[src/hdl/rsd_regs.vh]
// Register map, field positions, reset values and timing counts.
// Assumes an 8-bit register port with byte offsets and a 50 MHz clock.
// Function
// - Packet 15.4: receive wait before delimiter search
// - FSK: same receive wait before sync search
// - Transmit wait in microseconds before transmit state
// - Extension adds four-microsecond steps to both waits
// - Sync pattern built from three byte registers
// - Sync match tolerates up to programmed mismatches
// - Compare programmed count of sync bits, max 24
// - Sync length zero disables sync detection
// - FSK streaming bypass bit skips delimiter detection
// - FSK gain-lock bit freezes gain after preamble
// - Preamble bypass searches only for sync pattern
// - Preamble qualifies on level good pairs of twelve
// - Format byte selects one of four formats
// - Channel word: 24 bits over three bytes
// - Delay-disable bit bypasses both start waits
`ifndef RSD_REGS_VH
`define RSD_REGS_VH

// ----------------------------------------
// Offsets
// ----------------------------------------
`define RSD_OFS_BUF_CFG      10'h107
`define RSD_OFS_RX_WAIT      10'h109
`define RSD_OFS_TX_WAIT      10'h10A
`define RSD_OFS_WAIT_EXT     10'h10B
`define RSD_OFS_SYNC_LOW     10'h10C
`define RSD_OFS_SYNC_MID     10'h10D
`define RSD_OFS_SYNC_HIGH    10'h10E
`define RSD_OFS_SYNC_SETUP   10'h10F
`define RSD_OFS_PRE_SETUP    10'h111
`define RSD_OFS_FORMAT       10'h13E
`define RSD_OFS_CHAN_LOW     10'h300
`define RSD_OFS_CHAN_MID     10'h301
`define RSD_OFS_CHAN_HIGH    10'h302

// ----------------------------------------
// Reset values
// ----------------------------------------
`define RSD_RST_BUF_CFG      8'h00
`define RSD_RST_RX_WAIT      8'hC0
`define RSD_RST_TX_WAIT      8'hC0
`define RSD_RST_WAIT_EXT     8'h00
`define RSD_RST_SYNC_LOW     8'h31
`define RSD_RST_SYNC_MID     8'h7A
`define RSD_RST_SYNC_HIGH    8'hAA
`define RSD_RST_SYNC_SETUP   8'h18
`define RSD_RST_PRE_SETUP    8'h0B
`define RSD_RST_FORMAT       8'h00
`define RSD_RST_CHAN_LOW     8'h80
`define RSD_RST_CHAN_MID     8'hA9
`define RSD_RST_CHAN_HIGH    8'h03

// ----------------------------------------
// Fields
// ----------------------------------------
`define RSD_BUF_DLY_OFF_BIT  7
`define RSD_SYNC_TOL_HI      6
`define RSD_SYNC_TOL_LO      5
`define RSD_SYNC_LEN_HI      4
`define RSD_SYNC_LEN_LO      0
`define RSD_SYNC_LEN_MAX     5'h18
`define RSD_PRE_SKIP_SYNC    6
`define RSD_PRE_AGC_LOCK     5
`define RSD_PRE_SKIP_PRE     4
`define RSD_PRE_LVL_HI       3
`define RSD_PRE_LVL_LO       0
`define RSD_PRE_PAIRS        4'hC

// ----------------------------------------
// Formats
// ----------------------------------------
`define RSD_FMT_PKT154       8'h00
`define RSD_FMT_STR154       8'h02
`define RSD_FMT_FSK_STR      8'h03
`define RSD_FMT_FSK_PKT      8'h04

// ----------------------------------------
// Timing
// ----------------------------------------
`define RSD_CLK_KHZ          50000
`define RSD_BASE_STEP_US     1
`define RSD_EXT_STEP_US      4

`endif

[src/hdl/rsd_start_timer.v]
// Start wait counter for receive and transmit commands.
// Assumes a one-cycle start pulse; a new start restarts the count.
`timescale 1ns/1ns
`include "rsd_regs.vh"
module rsd_start_timer #(
  parameter CNT_W = 17
) (
  input  wire       clk_sys,
  input  wire       rstn,
  input  wire       start,
  input  wire [7:0] base_us,
  input  wire [7:0] ext_steps,
  input  wire       bypass,
  output wire       done,
  output wire       busy
);
  // ----------------------------------------
  // Cycle counts
  // ----------------------------------------
  localparam integer CYC_US_I  = (`RSD_CLK_KHZ / 1000) * `RSD_BASE_STEP_US;
  localparam integer CYC_EXT_I = (`RSD_CLK_KHZ / 1000) * `RSD_EXT_STEP_US;
  localparam [CNT_W-1:0] CYC_US  = CYC_US_I[CNT_W-1:0];
  localparam [CNT_W-1:0] CYC_EXT = CYC_EXT_I[CNT_W-1:0];
  localparam [CNT_W-1:0] ONE     = {{(CNT_W-1){1'b0}}, 1'b1};

  reg  [CNT_W-1:0] cnt_reg;
  reg              busy_reg;
  reg              done_reg;
  wire [CNT_W-1:0] base_w;
  wire [CNT_W-1:0] ext_w;
  wire [CNT_W-1:0] load;

  assign base_w = {{(CNT_W-8){1'b0}}, base_us};
  assign ext_w  = {{(CNT_W-8){1'b0}}, ext_steps};
  assign load   = base_w * CYC_US + ext_w * CYC_EXT;

  // ----------------------------------------
  // Counter
  // ----------------------------------------
  always @(posedge clk_sys or negedge rstn) begin
    if (!rstn) begin
      cnt_reg  <= {CNT_W{1'b0}};
      busy_reg <= 1'b0;
      done_reg <= 1'b0;
    end else if (start) begin
      // Done rises max(load,1) edges after the start edge, or one edge when bypassed
      if (bypass || (load == {CNT_W{1'b0}})) begin
        cnt_reg <= {CNT_W{1'b0}};
      end else begin
        cnt_reg <= load - ONE;
      end
      busy_reg <= 1'b1;
      done_reg <= 1'b0;
    end else if (busy_reg) begin
      if (cnt_reg == {CNT_W{1'b0}}) begin
        busy_reg <= 1'b0;
        done_reg <= 1'b1;
      end else begin
        cnt_reg  <= cnt_reg - ONE;
        done_reg <= 1'b0;
      end
    end else begin
      done_reg <= 1'b0;
    end
  end

  assign done = done_reg;
  assign busy = busy_reg;
endmodule

[src/hdl/rsd_sync_match.v]
// Serial sync pattern correlator with bit-error tolerance.
// Assumes bits arrive newest last; clears its history when disabled.
`timescale 1ns/1ns
`include "rsd_regs.vh"
module rsd_sync_match #(
  parameter PAT_W = 24
) (
  input  wire             clk_sys,
  input  wire             rstn,
  input  wire             enable,
  input  wire             bit_in,
  input  wire             bit_valid,
  input  wire [PAT_W-1:0] pattern,
  input  wire [4:0]       len,
  input  wire [1:0]       tol,
  output wire             match
);
  reg  [PAT_W-1:0] shift_reg;
  reg  [4:0]       seen_reg;
  reg              match_reg;
  reg  [PAT_W-1:0] shift_next;
  reg  [PAT_W-1:0] mask;
  reg  [4:0]       errs;
  reg  [4:0]       len_eff;
  integer          i;

  // ----------------------------------------
  // Compare
  // ----------------------------------------
  always @* begin
    shift_next = {shift_reg[PAT_W-2:0], bit_in};
    // Reserved lengths above the pattern width act as full length
    len_eff = (len > `RSD_SYNC_LEN_MAX) ? `RSD_SYNC_LEN_MAX : len;
    errs = 5'h00;
    for (i = 0; i < PAT_W; i = i + 1) begin
      mask[i] = (i < len_eff);
      if (mask[i] && (shift_next[i] != pattern[i])) begin
        errs = errs + 5'h01;
      end
    end
  end

  always @(posedge clk_sys or negedge rstn) begin
    if (!rstn) begin
      shift_reg <= {PAT_W{1'b0}};
      seen_reg  <= 5'h00;
      match_reg <= 1'b0;
    end else if (!enable) begin
      shift_reg <= {PAT_W{1'b0}};
      seen_reg  <= 5'h00;
      match_reg <= 1'b0;
    end else if (bit_valid) begin
      shift_reg <= shift_next;
      if (seen_reg < `RSD_SYNC_LEN_MAX) begin
        seen_reg <= seen_reg + 5'h01;
      end
      // Length zero never matches: detection is off
      match_reg <= (len_eff != 5'h00) && ((seen_reg + 5'h01) >= len_eff) &&
                   (errs <= {3'h0, tol});
    end else begin
      match_reg <= 1'b0;
    end
  end

  assign match = match_reg;
endmodule

[src/hdl/rsd_top.v]
// Start wait, preamble and sync search, format and channel registers.
// Assumes the register port and command pulses are synchronous to clk_sys.
`timescale 1ns/1ns
`include "rsd_regs.vh"
module rsd_top #(
  parameter PAT_W = 24
) (
  input  wire        clk_sys,
  input  wire        rstn,
  input  wire [9:0]  reg_addr,
  input  wire [7:0]  reg_wdata,
  input  wire        reg_we,
  input  wire        reg_re,
  output wire [7:0]  reg_rdata,
  input  wire        receive_command,
  input  wire        transmit_command,
  input  wire        rx_bit,
  input  wire        rx_bit_valid,
  output wire        start_wait_busy,
  output wire        rx_search_start,
  output wire        tx_state_enter,
  output wire        rssi_window_open,
  output wire        preamble_search,
  output wire        preamble_qualified,
  output wire        sync_search,
  output wire        sync_found,
  output wire        frame_locked,
  output wire        agc_gain_locked,
  output wire        transmit_active,
  output wire [7:0]  format_selector,
  output wire [23:0] sync_pattern,
  output wire [23:0] channel_word
);
  // ----------------------------------------
  // States
  // ----------------------------------------
  localparam [2:0] ST_IDLE = 3'h0;
  localparam [2:0] ST_WAIT = 3'h1;
  localparam [2:0] ST_PRE  = 3'h2;
  localparam [2:0] ST_SYNC = 3'h3;
  localparam [2:0] ST_LOCK = 3'h4;
  localparam [2:0] ST_TX   = 3'h5;

  // ----------------------------------------
  // Format decode
  // ----------------------------------------
  function is_fsk;
    input [7:0] fmt;
    begin
      is_fsk = (fmt == `RSD_FMT_FSK_STR) || (fmt == `RSD_FMT_FSK_PKT);
    end
  endfunction

  function is_154;
    input [7:0] fmt;
    begin
      is_154 = (fmt == `RSD_FMT_PKT154) || (fmt == `RSD_FMT_STR154);
    end
  endfunction

  // ----------------------------------------
  // Registers
  // ----------------------------------------
  reg        dly_off_reg;
  reg [7:0]  rx_wait_reg;
  reg [7:0]  tx_wait_reg;
  reg [7:0]  wait_ext_reg;
  reg [7:0]  sync_low_reg;
  reg [7:0]  sync_mid_reg;
  reg [7:0]  sync_high_reg;
  reg [6:0]  sync_setup_reg;
  reg [6:0]  pre_setup_reg;
  reg [7:0]  format_reg;
  reg [7:0]  chan_low_reg;
  reg [7:0]  chan_mid_reg;
  reg [7:0]  chan_high_reg;
  reg [7:0]  rdata_reg;
  reg [7:0]  rdata_next;
  // Full-width reset images, sliced to the stored bits
  localparam [7:0] RST_BUF  = `RSD_RST_BUF_CFG;
  localparam [7:0] RST_SYNC = `RSD_RST_SYNC_SETUP;
  localparam [7:0] RST_PRE  = `RSD_RST_PRE_SETUP;

  always @(posedge clk_sys or negedge rstn) begin
    if (!rstn) begin
      dly_off_reg    <= RST_BUF[`RSD_BUF_DLY_OFF_BIT];
      rx_wait_reg    <= `RSD_RST_RX_WAIT;
      tx_wait_reg    <= `RSD_RST_TX_WAIT;
      wait_ext_reg   <= `RSD_RST_WAIT_EXT;
      sync_low_reg   <= `RSD_RST_SYNC_LOW;
      sync_mid_reg   <= `RSD_RST_SYNC_MID;
      sync_high_reg  <= `RSD_RST_SYNC_HIGH;
      sync_setup_reg <= RST_SYNC[6:0];
      pre_setup_reg  <= RST_PRE[6:0];
      format_reg     <= `RSD_RST_FORMAT;
      chan_low_reg   <= `RSD_RST_CHAN_LOW;
      chan_mid_reg   <= `RSD_RST_CHAN_MID;
      chan_high_reg  <= `RSD_RST_CHAN_HIGH;
    end else if (reg_we) begin
      case (reg_addr)
        `RSD_OFS_BUF_CFG:    dly_off_reg    <= reg_wdata[`RSD_BUF_DLY_OFF_BIT];
        `RSD_OFS_RX_WAIT:    rx_wait_reg    <= reg_wdata;
        `RSD_OFS_TX_WAIT:    tx_wait_reg    <= reg_wdata;
        `RSD_OFS_WAIT_EXT:   wait_ext_reg   <= reg_wdata;
        `RSD_OFS_SYNC_LOW:   sync_low_reg   <= reg_wdata;
        `RSD_OFS_SYNC_MID:   sync_mid_reg   <= reg_wdata;
        `RSD_OFS_SYNC_HIGH:  sync_high_reg  <= reg_wdata;
        `RSD_OFS_SYNC_SETUP: sync_setup_reg <= reg_wdata[6:0];
        `RSD_OFS_PRE_SETUP:  pre_setup_reg  <= reg_wdata[6:0];
        `RSD_OFS_FORMAT:     format_reg     <= reg_wdata;
        `RSD_OFS_CHAN_LOW:   chan_low_reg   <= reg_wdata;
        `RSD_OFS_CHAN_MID:   chan_mid_reg   <= reg_wdata;
        `RSD_OFS_CHAN_HIGH:  chan_high_reg  <= reg_wdata;
        default: begin
        end
      endcase
    end
  end

  // Reserved bits read as zero
  always @* begin
    case (reg_addr)
      `RSD_OFS_BUF_CFG:    rdata_next = {dly_off_reg, 7'h00};
      `RSD_OFS_RX_WAIT:    rdata_next = rx_wait_reg;
      `RSD_OFS_TX_WAIT:    rdata_next = tx_wait_reg;
      `RSD_OFS_WAIT_EXT:   rdata_next = wait_ext_reg;
      `RSD_OFS_SYNC_LOW:   rdata_next = sync_low_reg;
      `RSD_OFS_SYNC_MID:   rdata_next = sync_mid_reg;
      `RSD_OFS_SYNC_HIGH:  rdata_next = sync_high_reg;
      `RSD_OFS_SYNC_SETUP: rdata_next = {1'b0, sync_setup_reg};
      `RSD_OFS_PRE_SETUP:  rdata_next = {1'b0, pre_setup_reg};
      `RSD_OFS_FORMAT:     rdata_next = format_reg;
      `RSD_OFS_CHAN_LOW:   rdata_next = chan_low_reg;
      `RSD_OFS_CHAN_MID:   rdata_next = chan_mid_reg;
      `RSD_OFS_CHAN_HIGH:  rdata_next = chan_high_reg;
      default:             rdata_next = 8'h00;
    endcase
  end

  always @(posedge clk_sys or negedge rstn) begin
    if (!rstn) begin
      rdata_reg <= 8'h00;
    end else if (reg_re) begin
      rdata_reg <= rdata_next;
    end
  end

  // ----------------------------------------
  // Field views
  // ----------------------------------------
  wire [1:0] sync_tol  = sync_setup_reg[`RSD_SYNC_TOL_HI:`RSD_SYNC_TOL_LO];
  wire [4:0] sync_len  = sync_setup_reg[`RSD_SYNC_LEN_HI:`RSD_SYNC_LEN_LO];
  wire       skip_sync = pre_setup_reg[`RSD_PRE_SKIP_SYNC];
  wire       agc_lock  = pre_setup_reg[`RSD_PRE_AGC_LOCK];
  wire       skip_pre  = pre_setup_reg[`RSD_PRE_SKIP_PRE];
  wire [3:0] pre_level = pre_setup_reg[`RSD_PRE_LVL_HI:`RSD_PRE_LVL_LO];
  wire       fmt_fsk   = is_fsk(format_reg);
  wire       fmt_154   = is_154(format_reg);

  // ----------------------------------------
  // Start wait
  // ----------------------------------------
  reg        dir_tx_reg;
  wire       cmd_any = receive_command || transmit_command;
  // Transmit wins when both commands arrive together
  wire       cmd_tx  = transmit_command;
  wire       wait_done;
  wire [7:0] base_sel = cmd_tx ? tx_wait_reg : rx_wait_reg;

  rsd_start_timer #(
    .CNT_W     (17)
  ) u_timer (
    .clk_sys   (clk_sys),
    .rstn      (rstn),
    .start     (cmd_any),
    .base_us   (base_sel),
    .ext_steps (wait_ext_reg),
    .bypass    (dly_off_reg),
    .done      (wait_done),
    .busy      (start_wait_busy)
  );

  // ----------------------------------------
  // Search sequence
  // ----------------------------------------
  reg  [2:0] st_reg;
  reg  [2:0] st_next;
  reg        rssi_reg;
  reg        agc_reg;
  wire       pre_ok;
  wire       sync_hit;
  wire       wait_rx = wait_done && !dir_tx_reg && (st_reg == ST_WAIT);
  wire       wait_tx = wait_done && dir_tx_reg && (st_reg == ST_WAIT);
  // Preamble stage only exists in the FSK formats
  wire       need_pre = fmt_fsk && !skip_pre;
  wire       bypass_sync = (format_reg == `RSD_FMT_FSK_STR) && skip_sync;

  always @* begin
    st_next = st_reg;
    case (st_reg)
      ST_IDLE: st_next = ST_IDLE;
      ST_WAIT: begin
        if (wait_tx) begin
          st_next = ST_TX;
        end else if (wait_rx) begin
          if (bypass_sync || (sync_len == 5'h00)) begin
            st_next = ST_LOCK;
          end else if (need_pre) begin
            st_next = ST_PRE;
          end else begin
            st_next = ST_SYNC;
          end
        end
      end
      ST_PRE: begin
        if (pre_ok) begin
          st_next = ST_SYNC;
        end
      end
      ST_SYNC: begin
        if (sync_hit) begin
          st_next = ST_LOCK;
        end
      end
      ST_LOCK: st_next = ST_LOCK;
      ST_TX:   st_next = ST_TX;
      default: st_next = ST_IDLE;
    endcase
    // A new command always restarts the sequence
    if (cmd_any) begin
      st_next = ST_WAIT;
    end
  end

  always @(posedge clk_sys or negedge rstn) begin
    if (!rstn) begin
      st_reg     <= ST_IDLE;
      dir_tx_reg <= 1'b0;
      rssi_reg   <= 1'b0;
      agc_reg    <= 1'b0;
    end else begin
      st_reg <= st_next;
      if (cmd_any) begin
        dir_tx_reg <= cmd_tx;
        rssi_reg   <= 1'b0;
        agc_reg    <= 1'b0;
      end else begin
        if (wait_rx && fmt_154) begin
          rssi_reg <= 1'b1;
        end
        if ((st_reg == ST_PRE) && pre_ok && agc_lock && fmt_fsk) begin
          agc_reg <= 1'b1;
        end
      end
    end
  end

  // ----------------------------------------
  // Preamble qualifier
  // ----------------------------------------
  reg        half_reg;
  reg        first_reg;
  reg [11:0] pair_hist_reg;
  reg [3:0]  pairs_reg;
  reg [3:0]  good_cnt;
  reg [3:0]  lvl_eff;
  integer    k;

  always @* begin
    good_cnt = 4'h0;
    for (k = 0; k < 12; k = k + 1) begin
      good_cnt = good_cnt + {3'h0, pair_hist_reg[k]};
    end
    // Reserved levels above twelve demand a clean preamble
    lvl_eff = (pre_level > `RSD_PRE_PAIRS) ? `RSD_PRE_PAIRS : pre_level;
  end

  // A pair is good when its two bits differ, as in 0101 patterns
  assign pre_ok = (lvl_eff == 4'h0) ||
                  ((pairs_reg == `RSD_PRE_PAIRS) && (good_cnt >= lvl_eff));

  always @(posedge clk_sys or negedge rstn) begin
    if (!rstn) begin
      half_reg      <= 1'b0;
      first_reg     <= 1'b0;
      pair_hist_reg <= 12'h000;
      pairs_reg     <= 4'h0;
    end else if (st_reg != ST_PRE) begin
      half_reg      <= 1'b0;
      pair_hist_reg <= 12'h000;
      pairs_reg     <= 4'h0;
    end else if (rx_bit_valid) begin
      half_reg <= !half_reg;
      if (!half_reg) begin
        first_reg <= rx_bit;
      end else begin
        pair_hist_reg <= {pair_hist_reg[10:0], first_reg ^ rx_bit};
        if (pairs_reg != `RSD_PRE_PAIRS) begin
          pairs_reg <= pairs_reg + 4'h1;
        end
      end
    end
  end

  // ----------------------------------------
  // Sync correlator
  // ----------------------------------------
  rsd_sync_match #(
    .PAT_W     (PAT_W)
  ) u_sync (
    .clk_sys   (clk_sys),
    .rstn      (rstn),
    .enable    ((st_reg == ST_SYNC) && !cmd_any),
    .bit_in    (rx_bit),
    .bit_valid (rx_bit_valid),
    .pattern   (sync_pattern),
    .len       (sync_len),
    .tol       (sync_tol),
    .match     (sync_hit)
  );

  // ----------------------------------------
  // Outputs
  // ----------------------------------------
  assign reg_rdata          = rdata_reg;
  assign rx_search_start    = wait_rx;
  assign tx_state_enter     = wait_tx;
  assign rssi_window_open   = rssi_reg;
  assign preamble_search    = (st_reg == ST_PRE);
  assign preamble_qualified = (st_reg == ST_PRE) && pre_ok;
  assign sync_search        = (st_reg == ST_SYNC);
  assign sync_found         = (st_reg == ST_SYNC) && sync_hit;
  assign frame_locked       = (st_reg == ST_LOCK);
  assign agc_gain_locked    = agc_reg;
  assign transmit_active    = (st_reg == ST_TX);
  assign format_selector    = format_reg;
  assign sync_pattern       = {sync_high_reg, sync_mid_reg, sync_low_reg};
  assign channel_word       = {chan_high_reg, chan_mid_reg, chan_low_reg};
endmodule

[config.mk]
export PLATFORM = sky130hd
export DESIGN_NAME = rsd_top
export DESIGN_NICKNAME = d
export VERILOG_FILES = /design/src/hdl/rsd_start_timer.v /design/src/hdl/rsd_sync_match.v /design/src/hdl/rsd_top.v
export VERILOG_INCLUDE_DIRS = /design/src /design/src/hdl
export SDC_FILE = /design/constraint.sdc
export NUM_CORES = 1
export LEC_CHECK = 0
export BUFFER_PORTS_ARGS = -buffer_cell sky130_fd_sc_hd__buf_2
export CAP_MARGIN = 40
export CORE_MARGIN = 3
export CORE_UTILIZATION = 50
export DETAILED_ROUTE_END_ITERATION = 6
export PLACE_DENSITY = 0.68
export SLEW_MARGIN = 10
export SYNTH_ARGS = -nofsm -noshare
export SYNTH_HDL_FRONTEND = slang
export SYNTH_SLANG_ARGS = --single-unit
[constraint.sdc]
create_clock -name clk_sys -period 34 [get_ports clk_sys]
set_input_delay 6.8 -clock clk_sys [delete_from_list [all_inputs] [get_ports clk_sys]]
set_output_delay 6.8 -clock clk_sys [all_outputs]
set_load 0.05 [all_outputs]
==> flow_summary.toml <==
[detailed_routing]
ant_nets = 0
wl_um = 35360
drt-initial-drc-count = 760
route.detailed.drc = 0
vias = 10885
drt_pre_antenna_iters = 5
wl_per_cell_um = 18.93
vias_per_cell = 5.827

[setup_path]
critical_path_arrival_ns = 22.22
crit_fanout = 5
critical_path_class = "in2reg"
r2r_cells = 76
start_kind = "input pin"
regToRegEndpoint = "u_sync.match$_DFF_PN0_"
r2r_slack_ns = 17.58
crit_top_cell = "ha_1"
worstPathRequired_ns = 34.36
crit_path_end = "u_sync.match$_DFF_PN0_"
max_stage_delay_ns = 0.42
critPathLaunch = "rx_bit"
r2r-start = "sync_setup_reg[4]$_DFFE_PN1P_"
endpoint_kind = "flip-flop"
cp_slowest_cell = "nor4_1"

[die]
start_util = 0.5169
die_h_um = 171.3
rows = 59
core_area_um2 = 26430
die_w_um = 171.3
dieArea_um2 = 29340
io_pins = 101

[yosys]
yosys_most_used_dff = "dfrtp_1"
synth_area_um2 = 13660
syn_inst = 1428
avgSynthCellArea_um2 = 9.566
async_reset_ff_frac = 1.000
ys_seq_area_frac = 0.3231
syn-num-nets = 1579
synth_edf_count = 0
yosysUniqueCellTypes = 83
yosysWarnings = 0
synth.ff_latch_count = 175

[sta]
fin_crit_sh = 0.6430
rsz0062_at_grt = "false"
tns_ns = 0
max_slew_margin = 0.3997
setup_viol = 0
finalClockSkew_ns = 0.01443
drv_slew = 0
min_period_ns = 21.86
hold_slack_ns = 0.4776
fmax_mhz = 45.74
hold_viol_final = 0
worst_pin_slew_ns = 0.8922

[final_layout]
nFillCells = 2356
largest_register_ff_count = 23
drive_gt1_frac = 0.2059
nets = 1668
layout_common_cells = "147 x dfrtp_1, 121 x nor2_1, 113 x nand2_1, 111 x ha_1, 110 x mux2_2"
final_common_cell = "dfrtp_1"
area_delta_synth_final_pct = 10.87

[grt]
grt_pass1_wl_um = 57540
grt_pass1_vias = 10727
overflow = 0
antenna_found_initial = 8
grt_usage = 0.2472
grt_max_degree = 88

[cts]
cts_setup_buffers = 0
clk_path_buf_depth = 2
h-tree-depth = 4
cts_resized = 0
path_clk_slew_ns = 0.08
clockRootBuffer = "clkbuf_16"
cts.sinks = 175
numCtsBuffers = 17
worstSkewPairLatency_ns = 0.43
cts_tree = "built"
postCtsHoldBufs = 0

[min_path]
min_path_type = "reg2reg"
min_from = "pair_hist_reg[7]$_DFFE_PN0P_"

[flow_run]
drv_cap = 0

[run_status]
status = "complete, no violations"

[power]
power_density_nw_per_um2 = 33.55
peakVddDrop_mv = 0.02865
power_leakage_nw = 7.387

[placement]
hpwl_um = 27770
gp_congestion = 0.9090
port_buffers = 100
critical path: cells and delay by family:
family                   cells  cell delay, ns
multiplexers                10            2.43
adder cells (fa/ha/maj)     23            6.62
AO/OA/AOI/OAI               14            2.32
buffers and inverters        6            0.55
AND/OR/NAND/NOR             21            3.16
XOR/XNOR                     2            0.36
area by class of cell:
class                      instances  area, um2  area share
multi-input combinational       1106       8680      0.5731
sequential                       175       4414      0.2914
timing repair buffer             114      649.4     0.04287
clock buffer                      18      429.2     0.02834
tap                              335      419.2     0.02767
inverter                         103      386.6     0.02553
clock inverter                    14      160.2     0.01057
antenna                            3      7.507   0.0004957
logic make-up after synthesis:
family | Yosys count | synth area share
muxes | 148 | 0.1185
and+or+nand+nor | 410 | 0.1429
xor gates and xnor gates | 156 | 0.1182
buffers and inverters | 147 | 0.04149
AOI/OAI and AO/OA | 267 | 0.1336
DFF | 175 | 0.3231
adders and majority gates | 125 | 0.1222
worst min-delay path by stage:
| stage | cells past startpoint | to |
|---|---|---|
| 2_1_floorplan | 2 | pair_hist_reg[10]$_DFFE_PN0P_ |
| 3_3_place_gp | 2 | pair_hist_reg[7]$_DFFE_PN0P_ |
| 3_5_place_dp | 2 | pair_hist_reg[7]$_DFFE_PN0P_ |
| 4_1_cts | 2 | pair_hist_reg[7]$_DFFE_PN0P_ |
| 5_1_grt | 2 | pair_hist_reg[4]$_DFFE_PN0P_ |
| 6_report | 2 | pair_hist_reg[7]$_DFFE_PN0P_ |
power breakdown:
group	internal, mW	total (mW)	switching (mW)
Sequential	0.219	0.233	0.0137
Combinational	0.0324	0.0781	0.0457
Clock	0.105	0.197	0.0918
Total	0.357	0.508	0.151
Yosys cell counts (6+ instances only):
master    number  area [um2]
nand3_1       44       220.2
nand2_1      113       424.2
nand4_1       13       81.33
a41oi_1        6       52.55
nand2b_1      15       93.84
xnor2_1       93       814.5
o21a_1        18       135.1
xnor2_2        7       113.9
dfstp_2       28       735.7
nor2_1       121       454.2
clkbuf_1      32       120.1
and3_1        13       81.33
o211ai_1       9       67.56
or4_1          7       52.55
nor3_1        28       140.1
buf_1          7       26.28
mux2_2       110        1239
fa_1          14       280.3
a21o_1        11       82.58
a21oi_1       54       270.3
o22ai_1       23       143.9
dfrtp_1      147        3679
nor4_1         6       37.54
a22oi_1       23       172.7
inv_1        100       375.4
a221oi_1       9       78.83
mux2i_1       38       380.4
and2_1        10       62.56
ha_1         111        1389
nor2b_1       11       68.82
o21ai_0       48       240.2
nor3b_1        9       67.56
a222oi_1      10       100.1
xor2_1        43       376.6
o31ai_1       11       82.58
metal layers:
metal,GRT usage,share of wire
met4,0.06718,0.022
met1,0.3189,0.43
met5,0,0.0023
met2,0.4230,0.48
met3,0.05309,0.059
metrics by stage:
step / cells / area [um2] / util / total power [mW] / worst slack [ns]
final: 1868 / 15150 / 0.5731 / 0.5082 / 12.14
after global routing: 1866 / 15140 / 0.5729 / 0.5315 / 11.06
after CTS: 1865 / 15140 / 0.5728 / 0.5117 / 12.19
after detailed placement: 1833 / 14550 / 0.5505 / 0.3149 / 11.76
after floorplan: 1428 / 13660 / - / 0.2911 / 13.14
after global placement: 1824 / 14440 / 0.5465 / 0.3114 / 12.19
Power figures use the tool's default switching activity.
